$ cat src/boot_ctl_pkg.sv
// Behaviour
// - After power-up the diagnostic processor fetches from its fixed reset pointer address.
// - Writing one to the select register stalls diagnostics on DMA grant, releases main.
// - Released main processor starts at the address held at its boot vector.
// - Writing zero stalls main on read busy and resumes the diagnostic processor.
// - In maintenance position diagnostics keep control until software writes the select register.
// - Console break with function switch enabled raises an external halt.
// - Backplane halt line assertion raises an external halt; sender holds it long enough.
// - Outside maintenance, DC-OK fall halts only outside protected space with backplane halt enable set.
// - In maintenance mode DC-OK fall halts; enter maintenance or take the action field.
// - Backplane halt lasts 10 ms, DC-OK dip 9 us; probe after 9 ms.
// - Initial test waits for the power good flag before anything else.
// - After stable power check console memory; invalid or zero gets tested and initialised.
// - Loopback alternates 3 s active showing seven and 7 s passive showing four.
// - Loopback error or no characters freezes the LED at seven.
// - Leaving the action position during loopback continues as a normal power-up.
// - Language query with no selection within 30 s defaults to English.
package boot_ctl_pkg;
   // ----------------------------------------------------------------
   // Clock and timing
   // ----------------------------------------------------------------
   localparam longint unsigned CLK_HZ = 200_000_000;
   localparam int CNT_W = 40;
   localparam longint unsigned LOOP_ACTIVE_S = 3;
   localparam longint unsigned LOOP_PASSIVE_S = 7;
   localparam longint unsigned LANG_TIMEOUT_S = 30;
   localparam longint unsigned HALT_PROBE_MS = 9;
   localparam longint unsigned BACKPLANE_HALT_LINE_MIN_MS = 10;
   localparam longint unsigned DC_POWER_OK_LINE_DIP_MAX_US = 9;
   localparam logic [CNT_W-1:0] LOOP_ACTIVE_CYC = CNT_W'(LOOP_ACTIVE_S * CLK_HZ);
   localparam logic [CNT_W-1:0] LOOP_PASSIVE_CYC = CNT_W'(LOOP_PASSIVE_S * CLK_HZ);
   localparam logic [CNT_W-1:0] LANG_TIMEOUT_CYC = CNT_W'(LANG_TIMEOUT_S * CLK_HZ);
   localparam logic [CNT_W-1:0] HALT_PROBE_CYC = CNT_W'((HALT_PROBE_MS * CLK_HZ) / 1000);
   localparam int DIP_W = 12;
   localparam logic [DIP_W-1:0] DC_POWER_OK_LINE_DIP_CYC = DIP_W'((DC_POWER_OK_LINE_DIP_MAX_US * CLK_HZ) / 1_000_000);
   // ----------------------------------------------------------------
   // Vectors, display and switch codes
   // ----------------------------------------------------------------
   localparam logic [31:0] DIAG_RESET_PTR = 32'h2004_0000;
   localparam logic [31:0] MAIN_BOOT_VEC = 32'h1FC0_0000;
   localparam logic [3:0] LED_ACTIVE = 4'h7;
   localparam logic [3:0] LED_PASSIVE = 4'h4;
   localparam logic [3:0] LED_ERROR = 4'h7;
   localparam logic [3:0] LED_IDLE = 4'h0;
   localparam logic [3:0] LANG_ENGLISH = 4'h5;
   localparam logic [1:0] OPSW_NORMAL = 2'h0;
   localparam logic [1:0] OPSW_MAINT = 2'h1;
   localparam logic [1:0] OPSW_ACTION = 2'h2;
   // ----------------------------------------------------------------
   // Register map
   // ----------------------------------------------------------------
   localparam int ADDR_W = 8;
   localparam logic [ADDR_W-1:0] CTRL_OFS = 8'h00;
   localparam logic [ADDR_W-1:0] STAT_OFS = 8'h04;
   localparam logic [ADDR_W-1:0] IRQ_OFS = 8'h08;
   localparam logic [ADDR_W-1:0] MASK_OFS = 8'h0C;
   localparam int CTRL_SEL_BIT = 0;
   localparam int CTRL_BHENB_BIT = 1;
   localparam int CTRL_HALTEN_BIT = 2;
   localparam int CTRL_ACT_LSB = 3;
   localparam int STAT_POK_BIT = 0;
   localparam int STAT_MAIN_BIT = 1;
   localparam int STAT_NVINIT_BIT = 2;
   localparam int STAT_LED_LSB = 8;
   localparam int STAT_LANG_LSB = 12;
   localparam int STAT_ST_LSB = 16;
   localparam int IRQ_W = 7;
   localparam int EV_BREAK = 0;
   localparam int EV_BACKPLANE_HALT_LINE = 1;
   localparam int EV_DC_POWER_OK_LINE = 2;
   localparam int EV_REPEAT = 3;
   localparam int EV_LOOPERR = 4;
   localparam int EV_LANGTO = 5;
   localparam int EV_LONGDIP = 6;
   // ----------------------------------------------------------------
   // Sequencer states
   // ----------------------------------------------------------------
   typedef enum logic [8:0] {
      ST_PWR = 9'h001,
      ST_NVCHK = 9'h002,
      ST_NVINIT = 9'h004,
      ST_DISP = 9'h008,
      ST_LACT = 9'h010,
      ST_LPAS = 9'h020,
      ST_LERR = 9'h040,
      ST_LANG = 9'h080,
      ST_READY = 9'h100
   } seq_state_t;
endpackage

$ cat src/dual_cpu_halt_boot_control.sv
`timescale 1ns/1ps
`default_nettype none
module dual_cpu_halt_boot_control #(
   parameter logic [boot_ctl_pkg::CNT_W-1:0] LOOP_ACTIVE_CYCLES = boot_ctl_pkg::LOOP_ACTIVE_CYC,
   parameter logic [boot_ctl_pkg::CNT_W-1:0] LOOP_PASSIVE_CYCLES = boot_ctl_pkg::LOOP_PASSIVE_CYC,
   parameter logic [boot_ctl_pkg::CNT_W-1:0] LANG_TIMEOUT_CYCLES = boot_ctl_pkg::LANG_TIMEOUT_CYC,
   parameter logic [boot_ctl_pkg::CNT_W-1:0] HALT_PROBE_CYCLES = boot_ctl_pkg::HALT_PROBE_CYC
) (
   input wire logic clk_in,
   input wire logic rst_n_in,
   input wire logic psel_in,
   input wire logic penable_in,
   input wire logic pwrite_in,
   input wire logic [boot_ctl_pkg::ADDR_W-1:0] paddr_in,
   input wire logic [31:0] pwdata_in,
   output logic [31:0] prdata_out,
   output logic pready_out,
   output logic pslverr_out,
   input wire logic power_good_flag_in,
   input wire logic nvram_valid_in,
   input wire logic nvram_zero_in,
   input wire logic nvram_init_done_in,
   input wire logic [1:0] op_switch_in,
   input wire logic func_enable_in,
   input wire logic console_break_in,
   input wire logic backplane_halt_line_in,
   input wire logic dc_power_ok_line_in,
   input wire logic halt_protected_in,
   input wire logic loop_error_in,
   input wire logic rx_char_in,
   input wire logic lang_valid_in,
   input wire logic [3:0] lang_code_in,
   output logic [31:0] diag_fetch_addr_out,
   output logic [31:0] main_boot_vector_addr_out,
   output logic diag_run_out,
   output logic diag_dma_stall_out,
   output logic main_run_out,
   output logic read_busy_stall_out,
   output logic nvram_init_out,
   output logic halt_req_out,
   output logic halt_enter_maint_out,
   output logic halt_action_valid_out,
   output logic [1:0] halt_action_out,
   output logic [3:0] led_out,
   output logic [3:0] lang_out,
   output logic irq_out
);
   import boot_ctl_pkg::*;

   // ----------------------------------------------------------------
   // State
   // ----------------------------------------------------------------
   typedef struct packed {
      seq_state_t st;
      logic sel;
      logic bh_enb;
      logic halts_en;
      logic [1:0] act;
      logic [IRQ_W-1:0] irq;
      logic [IRQ_W-1:0] mask;
      logic [31:0] prdata;
      logic slverr;
      logic [3:0] led;
      logic [3:0] lang;
      logic [CNT_W-1:0] cnt;
      logic [CNT_W-1:0] probe;
      logic probing;
      logic [DIP_W-1:0] dip;
      logic dc_power_ok_line_prev;
      logic backplane_halt_line_prev;
      logic rx_seen;
      logic nv_bad;
      logic nv_init;
      logic halt_req;
      logic halt_maint;
      logic act_valid;
      logic [1:0] act_out;
   } state_t;

   localparam state_t RESET_STATE = '{st: ST_PWR, dc_power_ok_line_prev: 1'b1, default: '0};

   state_t q;
   state_t d;

   logic setup;
   logic wr;
   logic rd;
   logic mapped;
   logic in_maint;
   logic brk_halt;
   logic bh_halt;
   logic dc_power_ok_line_fall;
   logic dc_halt;
   logic any_halt;
   logic [IRQ_W-1:0] ev;

   always_comb begin
      setup = psel_in && !penable_in;
      wr = psel_in && penable_in && pwrite_in;
      rd = psel_in && penable_in && !pwrite_in;
      mapped = (paddr_in == CTRL_OFS) || (paddr_in == STAT_OFS) ||
               (paddr_in == IRQ_OFS) || (paddr_in == MASK_OFS);
      in_maint = !q.sel;
      brk_halt = console_break_in && func_enable_in;
      bh_halt = backplane_halt_line_in && !q.backplane_halt_line_prev;
      dc_power_ok_line_fall = !dc_power_ok_line_in && q.dc_power_ok_line_prev;
      dc_halt = dc_power_ok_line_fall && (in_maint || (!halt_protected_in && q.bh_enb));
      any_halt = brk_halt || bh_halt || dc_halt;
      ev = '0;
      d = q;
      d.halt_req = 1'b0;
      d.halt_maint = 1'b0;
      d.act_valid = 1'b0;
      d.dc_power_ok_line_prev = dc_power_ok_line_in;
      d.backplane_halt_line_prev = backplane_halt_line_in;

      // ----------------------------------------------------------------
      // APB slave: read data is captured in setup so it is steady in access
      // ----------------------------------------------------------------
      if (setup) begin
         d.slverr = !mapped;
         d.prdata = '0;
         unique case (paddr_in)
            CTRL_OFS: begin
               d.prdata[CTRL_SEL_BIT] = q.sel;
               d.prdata[CTRL_BHENB_BIT] = q.bh_enb;
               d.prdata[CTRL_HALTEN_BIT] = q.halts_en;
               d.prdata[CTRL_ACT_LSB +: 2] = q.act;
            end
            STAT_OFS: begin
               d.prdata[STAT_POK_BIT] = power_good_flag_in;
               d.prdata[STAT_MAIN_BIT] = q.sel;
               d.prdata[STAT_NVINIT_BIT] = q.nv_init;
               d.prdata[STAT_LED_LSB +: 4] = q.led;
               d.prdata[STAT_LANG_LSB +: 4] = q.lang;
               d.prdata[STAT_ST_LSB +: 9] = q.st;
            end
            IRQ_OFS: d.prdata[IRQ_W-1:0] = q.irq;
            MASK_OFS: d.prdata[IRQ_W-1:0] = q.mask;
            default: d.prdata = '0;
         endcase
      end
      if (wr && paddr_in == CTRL_OFS) begin
         d.sel = pwdata_in[CTRL_SEL_BIT];
         d.bh_enb = pwdata_in[CTRL_BHENB_BIT];
         d.halts_en = pwdata_in[CTRL_HALTEN_BIT];
         d.act = pwdata_in[CTRL_ACT_LSB +: 2];
      end
      if (wr && paddr_in == MASK_OFS) begin
         d.mask = pwdata_in[IRQ_W-1:0];
      end

      // ----------------------------------------------------------------
      // Halt sources
      // ----------------------------------------------------------------
      ev[EV_BREAK] = brk_halt;
      ev[EV_BACKPLANE_HALT_LINE] = bh_halt;
      ev[EV_DC_POWER_OK_LINE] = dc_halt;
      if (any_halt) begin
         d.halt_req = 1'b1;
         if (q.halts_en) begin
            d.halt_maint = 1'b1;
         end else begin
            d.act_valid = 1'b1;
            d.act_out = q.act;
         end
         // A DC-OK dip is gone long before the probe ends; a line still high is a backplane halt
         d.probing = 1'b1;
         d.probe = '0;
      end else if (q.probing) begin
         if (q.probe == HALT_PROBE_CYCLES - 1'b1) begin
            d.probing = 1'b0;
            ev[EV_REPEAT] = backplane_halt_line_in;
         end else begin
            d.probe = q.probe + 1'b1;
         end
      end
      // Dips beyond the allowed width are reported, not filtered
      if (dc_power_ok_line_in) begin
         d.dip = '0;
      end else if (q.dip != DC_POWER_OK_LINE_DIP_CYC) begin
         d.dip = q.dip + 1'b1;
         ev[EV_LONGDIP] = (q.dip == DC_POWER_OK_LINE_DIP_CYC - 1'b1);
      end

      // ----------------------------------------------------------------
      // Power-up sequencer
      // ----------------------------------------------------------------
      unique case (q.st)
         ST_PWR: begin
            if (power_good_flag_in) begin
               d.st = ST_NVCHK;
            end
         end
         ST_NVCHK: begin
            if (!nvram_valid_in || nvram_zero_in) begin
               d.st = ST_NVINIT;
               d.nv_init = 1'b1;
               d.nv_bad = 1'b1;
            end else begin
               d.st = ST_DISP;
            end
         end
         ST_NVINIT: begin
            if (nvram_init_done_in) begin
               d.nv_init = 1'b0;
               d.st = ST_DISP;
            end
         end
         ST_DISP: begin
            d.cnt = '0;
            if (op_switch_in == OPSW_ACTION && func_enable_in) begin
               d.st = ST_LACT;
               d.led = LED_ACTIVE;
               d.rx_seen = 1'b0;
            end else if ((op_switch_in == OPSW_ACTION) || (q.nv_bad && op_switch_in == OPSW_NORMAL)) begin
               d.st = ST_LANG;
               d.led = LED_IDLE;
            end else begin
               d.st = ST_READY;
               d.led = LED_IDLE;
            end
         end
         ST_LACT: begin
            d.rx_seen = q.rx_seen || rx_char_in;
            if (op_switch_in != OPSW_ACTION) begin
               d.st = ST_DISP;
            end else if (loop_error_in) begin
               d.st = ST_LERR;
               d.led = LED_ERROR;
               ev[EV_LOOPERR] = 1'b1;
            end else if (q.cnt == LOOP_ACTIVE_CYCLES - 1'b1) begin
               d.cnt = '0;
               if (!(q.rx_seen || rx_char_in)) begin
                  d.st = ST_LERR;
                  d.led = LED_ERROR;
                  ev[EV_LOOPERR] = 1'b1;
               end else begin
                  d.st = ST_LPAS;
                  d.led = LED_PASSIVE;
               end
            end else begin
               d.cnt = q.cnt + 1'b1;
            end
         end
         ST_LPAS: begin
            if (op_switch_in != OPSW_ACTION) begin
               d.st = ST_DISP;
            end else if (q.cnt == LOOP_PASSIVE_CYCLES - 1'b1) begin
               d.cnt = '0;
               d.st = ST_LACT;
               d.led = LED_ACTIVE;
               d.rx_seen = 1'b0;
            end else begin
               d.cnt = q.cnt + 1'b1;
            end
         end
         ST_LERR: begin
            // Frozen display; only the switch gets the board out of here
            if (op_switch_in != OPSW_ACTION) begin
               d.st = ST_DISP;
            end
         end
         ST_LANG: begin
            if (lang_valid_in) begin
               d.lang = lang_code_in;
               d.st = ST_READY;
            end else if (q.cnt == LANG_TIMEOUT_CYCLES - 1'b1) begin
               d.lang = LANG_ENGLISH;
               d.st = ST_READY;
               ev[EV_LANGTO] = 1'b1;
            end else begin
               d.cnt = q.cnt + 1'b1;
            end
         end
         ST_READY: begin
            d.cnt = '0;
         end
         default: d.st = ST_PWR;
      endcase

      // Read clears status, but an event in the same cycle is kept
      if (rd && paddr_in == IRQ_OFS) begin
         d.irq = '0;
      end
      d.irq = d.irq | ev;
   end

   always_ff @(posedge clk_in or negedge rst_n_in) begin
      if (!rst_n_in) begin
         q <= RESET_STATE;
      end else begin
         q <= d;
      end
   end

   // ----------------------------------------------------------------
   // Outputs
   // ----------------------------------------------------------------
   assign prdata_out = q.prdata;
   assign pready_out = 1'b1;
   assign pslverr_out = q.slverr;
   assign diag_fetch_addr_out = DIAG_RESET_PTR;
   assign main_boot_vector_addr_out = MAIN_BOOT_VEC;
   // One select flop drives both sides so there is no cycle with both running
   assign main_run_out = q.sel;
   assign diag_run_out = !q.sel;
   assign diag_dma_stall_out = q.sel;
   assign read_busy_stall_out = !q.sel;
   assign nvram_init_out = q.nv_init;
   assign halt_req_out = q.halt_req;
   assign halt_enter_maint_out = q.halt_maint;
   assign halt_action_valid_out = q.act_valid;
   assign halt_action_out = q.act_out;
   assign led_out = q.led;
   assign lang_out = q.lang;
   assign irq_out = |(q.irq & q.mask);
endmodule
`default_nettype wire

$ cat config.mk
export PLATFORM = sky130hd
export DESIGN_NAME = dual_cpu_halt_boot_control
export DESIGN_NICKNAME = d
export VERILOG_FILES = /design/src/boot_ctl_pkg.sv /design/src/dual_cpu_halt_boot_control.sv
export SDC_FILE = /design/constraint.sdc
export NUM_CORES = 1
export LEC_CHECK = 0
export ABC_AREA = 1
export BUFFER_PORTS_ARGS = -buffer_cell sky130_fd_sc_hd__buf_2
export CORE_ASPECT_RATIO = 2
export CORE_MARGIN = 2
export CORE_UTILIZATION = 40
export DETAILED_ROUTE_END_ITERATION = 7
export PLACE_DENSITY = 0.72
export SLEW_MARGIN = 0
export SYNTH_ARGS = -nofsm -noshare
export SYNTH_HDL_FRONTEND = slang
export SYNTH_SLANG_ARGS = --single-unit
$ cat constraint.sdc
create_clock -name clk_in -period 2.1 [get_ports clk_in]
set_clock_uncertainty 0.1 [all_clocks]
set_input_delay 0.105 -clock clk_in [delete_from_list [all_inputs] [get_ports clk_in]]
set_output_delay 0.105 -clock clk_in [all_outputs]
set_load 0.1 [all_outputs]
# ---- Word-level counts from Yosys, hierarchy flattened
# Cells that the tools add are included.
# W data, S select, Z words.
dict set report word_totals {
  register_bits 164
  romBits 0
  elab_cells 184
  latchBits 0
  out_inout_bits 117
  inputBits 63
  n_memories 0
  ramBits 0
}
dict set report classes {
  n_div 0
  multipliers 0
  n_eq_ne 36
  add_sub_neg 3
  n_reduce_logical 50
  muxes 67
  n_lt_le_gt_ge 0
  bitwise_logic 4
  shift 0
}
# operator n
set op_table {}
lappend op_table {{$mux W40} 8}
lappend op_table {{$pmux W40 S4} 1}
lappend op_table {{$mux W9} 12}
lappend op_table {{$mux W41} 2}
lappend op_table {{$pmux W9 S9} 1}
lappend op_table {{$add A40 B1 Y40 const B} 2}
lappend op_table {{$eq A40 B21 Y1 const B} 1}
lappend op_table {{$eq A40 B30 Y1 const B} 1}
lappend op_table {{$eq A40 B31 Y1 const B} 1}
lappend op_table {{$eq A40 B33 Y1 const B} 1}
lappend op_table {{$mux W4} 8}
lappend op_table {{$ne A2 B2 Y1 const B} 13}
lappend op_table {{$mux W12} 2}
lappend op_table {{$mux W1} 20}
lappend op_table {{$mux W17} 1}
lappend op_table {{$eq A8 B4 Y1 const B} 2}
lappend op_table {{$logic_and A1 B1 Y1} 14}
lappend op_table {{$mux W7} 2}
lappend op_table {{$add A12 B1 Y12 const B} 1}
lappend op_table {{$eq A12 B11 Y1 const B} 1}
lappend op_table {{$ne A12 B11 Y1 const B} 1}
lappend op_table {{$pmux W3 S4} 1}
lappend op_table {{$pmux W4 S3} 1}
lappend op_table {{$eq A9 B1 Y1 const B} 1}
lappend op_table {{other kinds (37)} 62}

# ---- Depth between registers and ports, before layout
dict set report logic_depth {
  depth_word 7
  mapped_depth 14
  ltp_nobuf 13
}

# ---- Worst setup path before layout
# Ideal clock, no wire load.
dict set report synth_path {
  kind {register to register}
  from {register q, in the netlist diag_dma_stall_out}
  to {register q[36] (netlist name)}
  period_less_slack_ns 3.007
  arrival_ns 2.790
  slack_ns -0.907
  path_stages_with_launch 11
  required_time_ns 1.884
  setup_time_ns 0.116
  n_path_buf 1
  path_cell_list {dfrtp_1 > inv_1 > o211ai_1 > nand2_1 > nor2_1 > nand2_2 > nand2_4 > inv_2 > buf_6 > nand2_1 > nand2_1}
}
dict set report synth_between {
  elab_chain_len 6
  elab_cells_between_ends 8
  classes_between {eq/ne (1); mux (1); reduce/logical (6)}
}
# element line_no
set synth_lines {}
lappend synth_lines {{start, declared} dual_cpu_halt_boot_control.sv:82} ;# state_t q;
lappend synth_lines {{start signal, assigned} dual_cpu_halt_boot_control.sv:291} ;# q <= RESET_STATE;
lappend synth_lines {{start signal, assigned} dual_cpu_halt_boot_control.sv:293} ;# q <= d;
lappend synth_lines {{$logic_not A1 Y1 *} -}
lappend synth_lines {{via diag_run_out} dual_cpu_halt_boot_control.sv:35} ;# output logic diag_run_out,
lappend synth_lines {{$logic_or A1 B1 Y1 *} dual_cpu_halt_boot_control.sv:107} ;# dc_halt = dc_power_ok_line_fall && (in_maint || (!halt_protected_in && q.bh_enb));
lappend synth_lines {{$logic_and A1 B1 Y1 *} dual_cpu_halt_boot_control.sv:107}
lappend synth_lines {{$logic_or A1 B1 Y1 *} dual_cpu_halt_boot_control.sv:108} ;# any_halt = brk_halt || bh_halt || dc_halt;
lappend synth_lines {{$ne A2 B2 Y1 (no line) / $reduce_bool A2 Y1 (equally long branches)} -}
lappend synth_lines {{$reduce_and A2 Y1 (no line)} -}
# Mark *: on every way through the listed nets, which the timed path passes. The rest lies on a longest branch.
# A chain may end at the register's enable or synchronous reset.

# ---- Worst setup path after layout
dict set report layout_path {
  from {register q[24] (netlist name)}
  to {register q[38] (netlist name)}
}
dict set report layout_between {
  elab_chain_len 4
  elab_cells_between_ends 7
  classes_between {add/sub (1); eq/ne (2); mux (3); reduce/logical (1)}
}
# element line_no
set layout_lines {}
lappend layout_lines {{$add A40 B1 Y40} dual_cpu_halt_boot_control.sv:175} ;# d.probe = q.probe + 1'b1;
lappend layout_lines {{$mux W40} dual_cpu_halt_boot_control.sv:171} ;# if (q.probe == HALT_PROBE_CYCLES - 1'b1) begin
lappend layout_lines {{$mux W41} dual_cpu_halt_boot_control.sv:170} ;# end else if (q.probing) begin
lappend layout_lines {{$mux W41} dual_cpu_halt_boot_control.sv:159} ;# if (any_halt) begin
# Parallel ways exist; a longest one is shown, timed or not. The select of a mux whose other input is x is not followed.

==> results.json <==
{
  "cts.htree.levels": 4,
  "synth_flop_cell": "dfrtp_1",
  "finalNonFillerCells": 2191,
  "clk_path_buf_depth": 2,
  "slew_violations": 0,
  "nets": 1889,
  "critical_path_class": "reg2reg",
  "maxCapViolCount": 0,
  "cts_tree": "yes",
  "slew_headroom": 0.541,
  "dr.pass1.iters": 6,
  "core_mm2": 0.0280,
  "via_per_inst": 5.00,
  "ir_drop_mv": 0.563,
  "hold_path.class": "in2async",
  "cp-start-kind": "flop",
  "grt_first_pass_wirelength_um": 52200,
  "root_buffer": "clkbuf_16",
  "regArea_mm2": 0.00402,
  "routedWlPerCell_um": 14.7,
  "remaining_drc_errors": 0,
  "totalWireLength_um": 32300,
  "post-route-util": 0.469,
  "p_per_area_mw_per_mm2": 658,
  "synth.avg_cell_area_um2": 6.70,
  "drt_iter0_drc": 771,
  "fillCellCount": 2874,
  "vias": 10949,
  "n_antenna_cell": 0,
  "die_w_um": 123,
  "period_share": 0.963,
  "io_pins": 180,
  "grt_overflow": 0,
  "cp.required_ns": 2.34,
  "fin_crit_ns": 2.02,
  "multi_input_area_mm2": 0.00599,
  "synth_area_mm2": 0.0113,
  "die_h_um": 242,
  "grt_pass1_vias": 10108,
  "drt.antenna.violating_nets": 0,
  "p_leak_nw": 6.40,
  "grt_usage": 0.223,
  "path_clk_slew_ns": 0.07,
  "async_reset_ff_frac": 1.00,
  "dpl.hpwl_um": 24700,
  "cts_sinks": 160,
  "dp_cells": 2125,
  "yosysWarnings": 0,
  "rsz0062_at_grt": "true",
  "whs_ns": 0.0170,
  "insertion_delay_ns": 0.45,
  "syn-instance-count": 1689,
  "yosysSeqAreaShare": 0.354,
  "grt_max_degree": 47,
  "numCtsBuffers": 17,
  "syn2layout_area_growth_pct": 16.0,
  "crit_fanout": 9,
  "synth-seq-cells": 160,
  "synth_cell_type_count": 49,
  "cpMaxStageDelayCell": "dfrtp_1",
  "antenna_found_initial": 0,
  "setup_viol": 0,
  "synth_enable_flop_cells": 0,
  "routabilityCongestion": 1.03,
  "drive_above_1_share": 0.158,
  "crit_chain": "ha_2, nand2_2, nor2_4, inv_2, nor2_8, nand3_2, nor2_4, nand2_2, nand2_4, buf_6, nand2_1, o31ai_1",
  "critPathMaxStageDelay_ns": 0.37,
  "tightest_slew_ns": 0.687,
  "critPathArrivalTime_ns": 2.26,
  "rows": 87,
  "fmax_mhz": 494,
  "finalHoldViolCount": 0,
  "port_buffers": 79,
  "die-area_mm2": 0.0297,
  "worst_setup_path_end_kind": "flop",
  "initial_utilization": 0.405,
  "r2r_setup_slack_ns": 0.08,
  "status": "completed"
}
[cells in the mapped netlist, drive strengths merged, types with 3 or more instances]
master | instances | area share
o21ai | 91 | 0.044
dfrtp | 158 | 0.35
nand3b | 3 | 0.0020
nor2 | 220 | 0.079
inv | 171 | 0.057
nand4 | 49 | 0.027
o22ai | 6 | 0.0033
xnor2 | 7 | 0.0054
or2 | 4 | 0.0022
clkbuf | 17 | 0.0056
buf | 133 | 0.088
xor2 | 27 | 0.021
nand2 | 553 | 0.19
nor3b | 5 | 0.0033
o211ai | 7 | 0.0046
a31oi | 12 | 0.0066
nand3 | 148 | 0.068
nor3 | 41 | 0.021
ha | 4 | 0.0044
a21oi | 14 | 0.0062
[critical path, delay by kind of cell, from the launching register on]
kind,cells,cell delay [ns]
simple gates,8,0.94
compound gates,1,0.08
flops,1,0.37
fa+ha+maj,1,0.20
buf+inv,2,0.24
[final cells by class]
type,instances,share of cell area
inverter,171,0.0518
tap,356,0.0339
clock buffer,17,0.0324
multi-input combinational,1281,0.456
timing repair buffer,190,0.106
sequential,160,0.306
clock inverter,15,0.0127
timing repair inverter,1,0.000858
[path summary, 6_finish.rpt]
kind                                 from                 end  depth (start not counted)
min in group clk_in        func_enable_in          led_out[2]                          5
max in group asynchronous        rst_n_in  diag_dma_stall_out                          3
min                              rst_n_in               q[33]                          2
max                                 q[24]               q[38]                         12
max reg2reg                         q[24]               q[38]                         12
min reg2reg                          q[8]              q[152]                          1
[routing by layer]
metal  GRT usage  wire (µm)
met2       0.346      14700
met4      0.0754        940
met5           0          0
met1       0.312      14700
met3      0.0358       1980
[sequential cells by signal (all words and copies together) (netlist names)]
| signal | cells |
|---|---|
| q | 124 |
| prdata_out | 22 |
| lang_out | 4 |
| halt_action_out | 2 |
| led_out | 2 |
| diag_dma_stall_out | 1 |
| halt_action_valid_out | 1 |
| halt_enter_maint_out | 1 |
| halt_req_out | 1 |
| nvram_init_out | 1 |
| pslverr_out | 1 |
[stage by stage]
stage	TNS [ns]	area (µm²)	setup WS (ns)	total power, mW
2_1_floorplan	-13.39	11600	-0.385	5.12
3_3_place_gp	0	12100	0.0906	5.40
3_5_place_dp	0	12100	0.0321	5.41
4_1_cts	0	12900	0.0135	8.64
5_1_grt	-0.0214	13100	-0.0118	9.00
6_report	0	13100	0.0773	8.64
[kinds of logic after synthesis]
logic type	after synthesis	share of synthesized area
XOR/XNOR	34	0.0263
AO/OA/AOI/OAI	141	0.0732
other	2	0.000664
AND/OR/NAND/NOR	1027	0.391
flip-flops	160	0.354
buffers and inverters	321	0.150
adder cells (fa/ha/maj)	4	0.00442
[layout by cell type (no fill, tap or decap), types with 4 or more instances in the layout]
cell           count
nand4_1           49
xor2_1            25
buf_2             77
nand3_1          142
o22ai_1            6
dfrtp_1          151
buf_4             75
a31oi_1           12
nand2_1          539
clkbuf_16         17
nor3b_1            5
dfrtp_2            6
nor3_1            38
dlygate4sd3_1     27
inv_6              6
or2_2              4
xnor2_1            7
nand2_2           11
o21ai_1            4
buf_12             6
o21ai_2           12
o21ai_0           75
inv_1            160
conb_1            75
nor2_4             6
a21oi_1           14
inv_8              4
nor2_1           190
nor2_2            23
o211ai_1           7
nand3_2            5
inv_2              7
[what timing repair did]
action                                 in CTS  in global routing
setup buffers                               0                  6
gates resized for setup                     0                 45
endpoints found under the hold margin     204                  0
setup endpoints to repair                   0                 81
hold buffers                               27                  0
[where the power goes]
part / internal, mW / switching (mW) / leakage, nW
clock: 1.69 / 1.47 / 0.290
sequential: 3.21 / 0.0887 / 2.13
combinational: 0.463 / 1.71 / 3.99
total: 5.36 / 3.27 / 6.40
(Power assumes the default switching activity.)
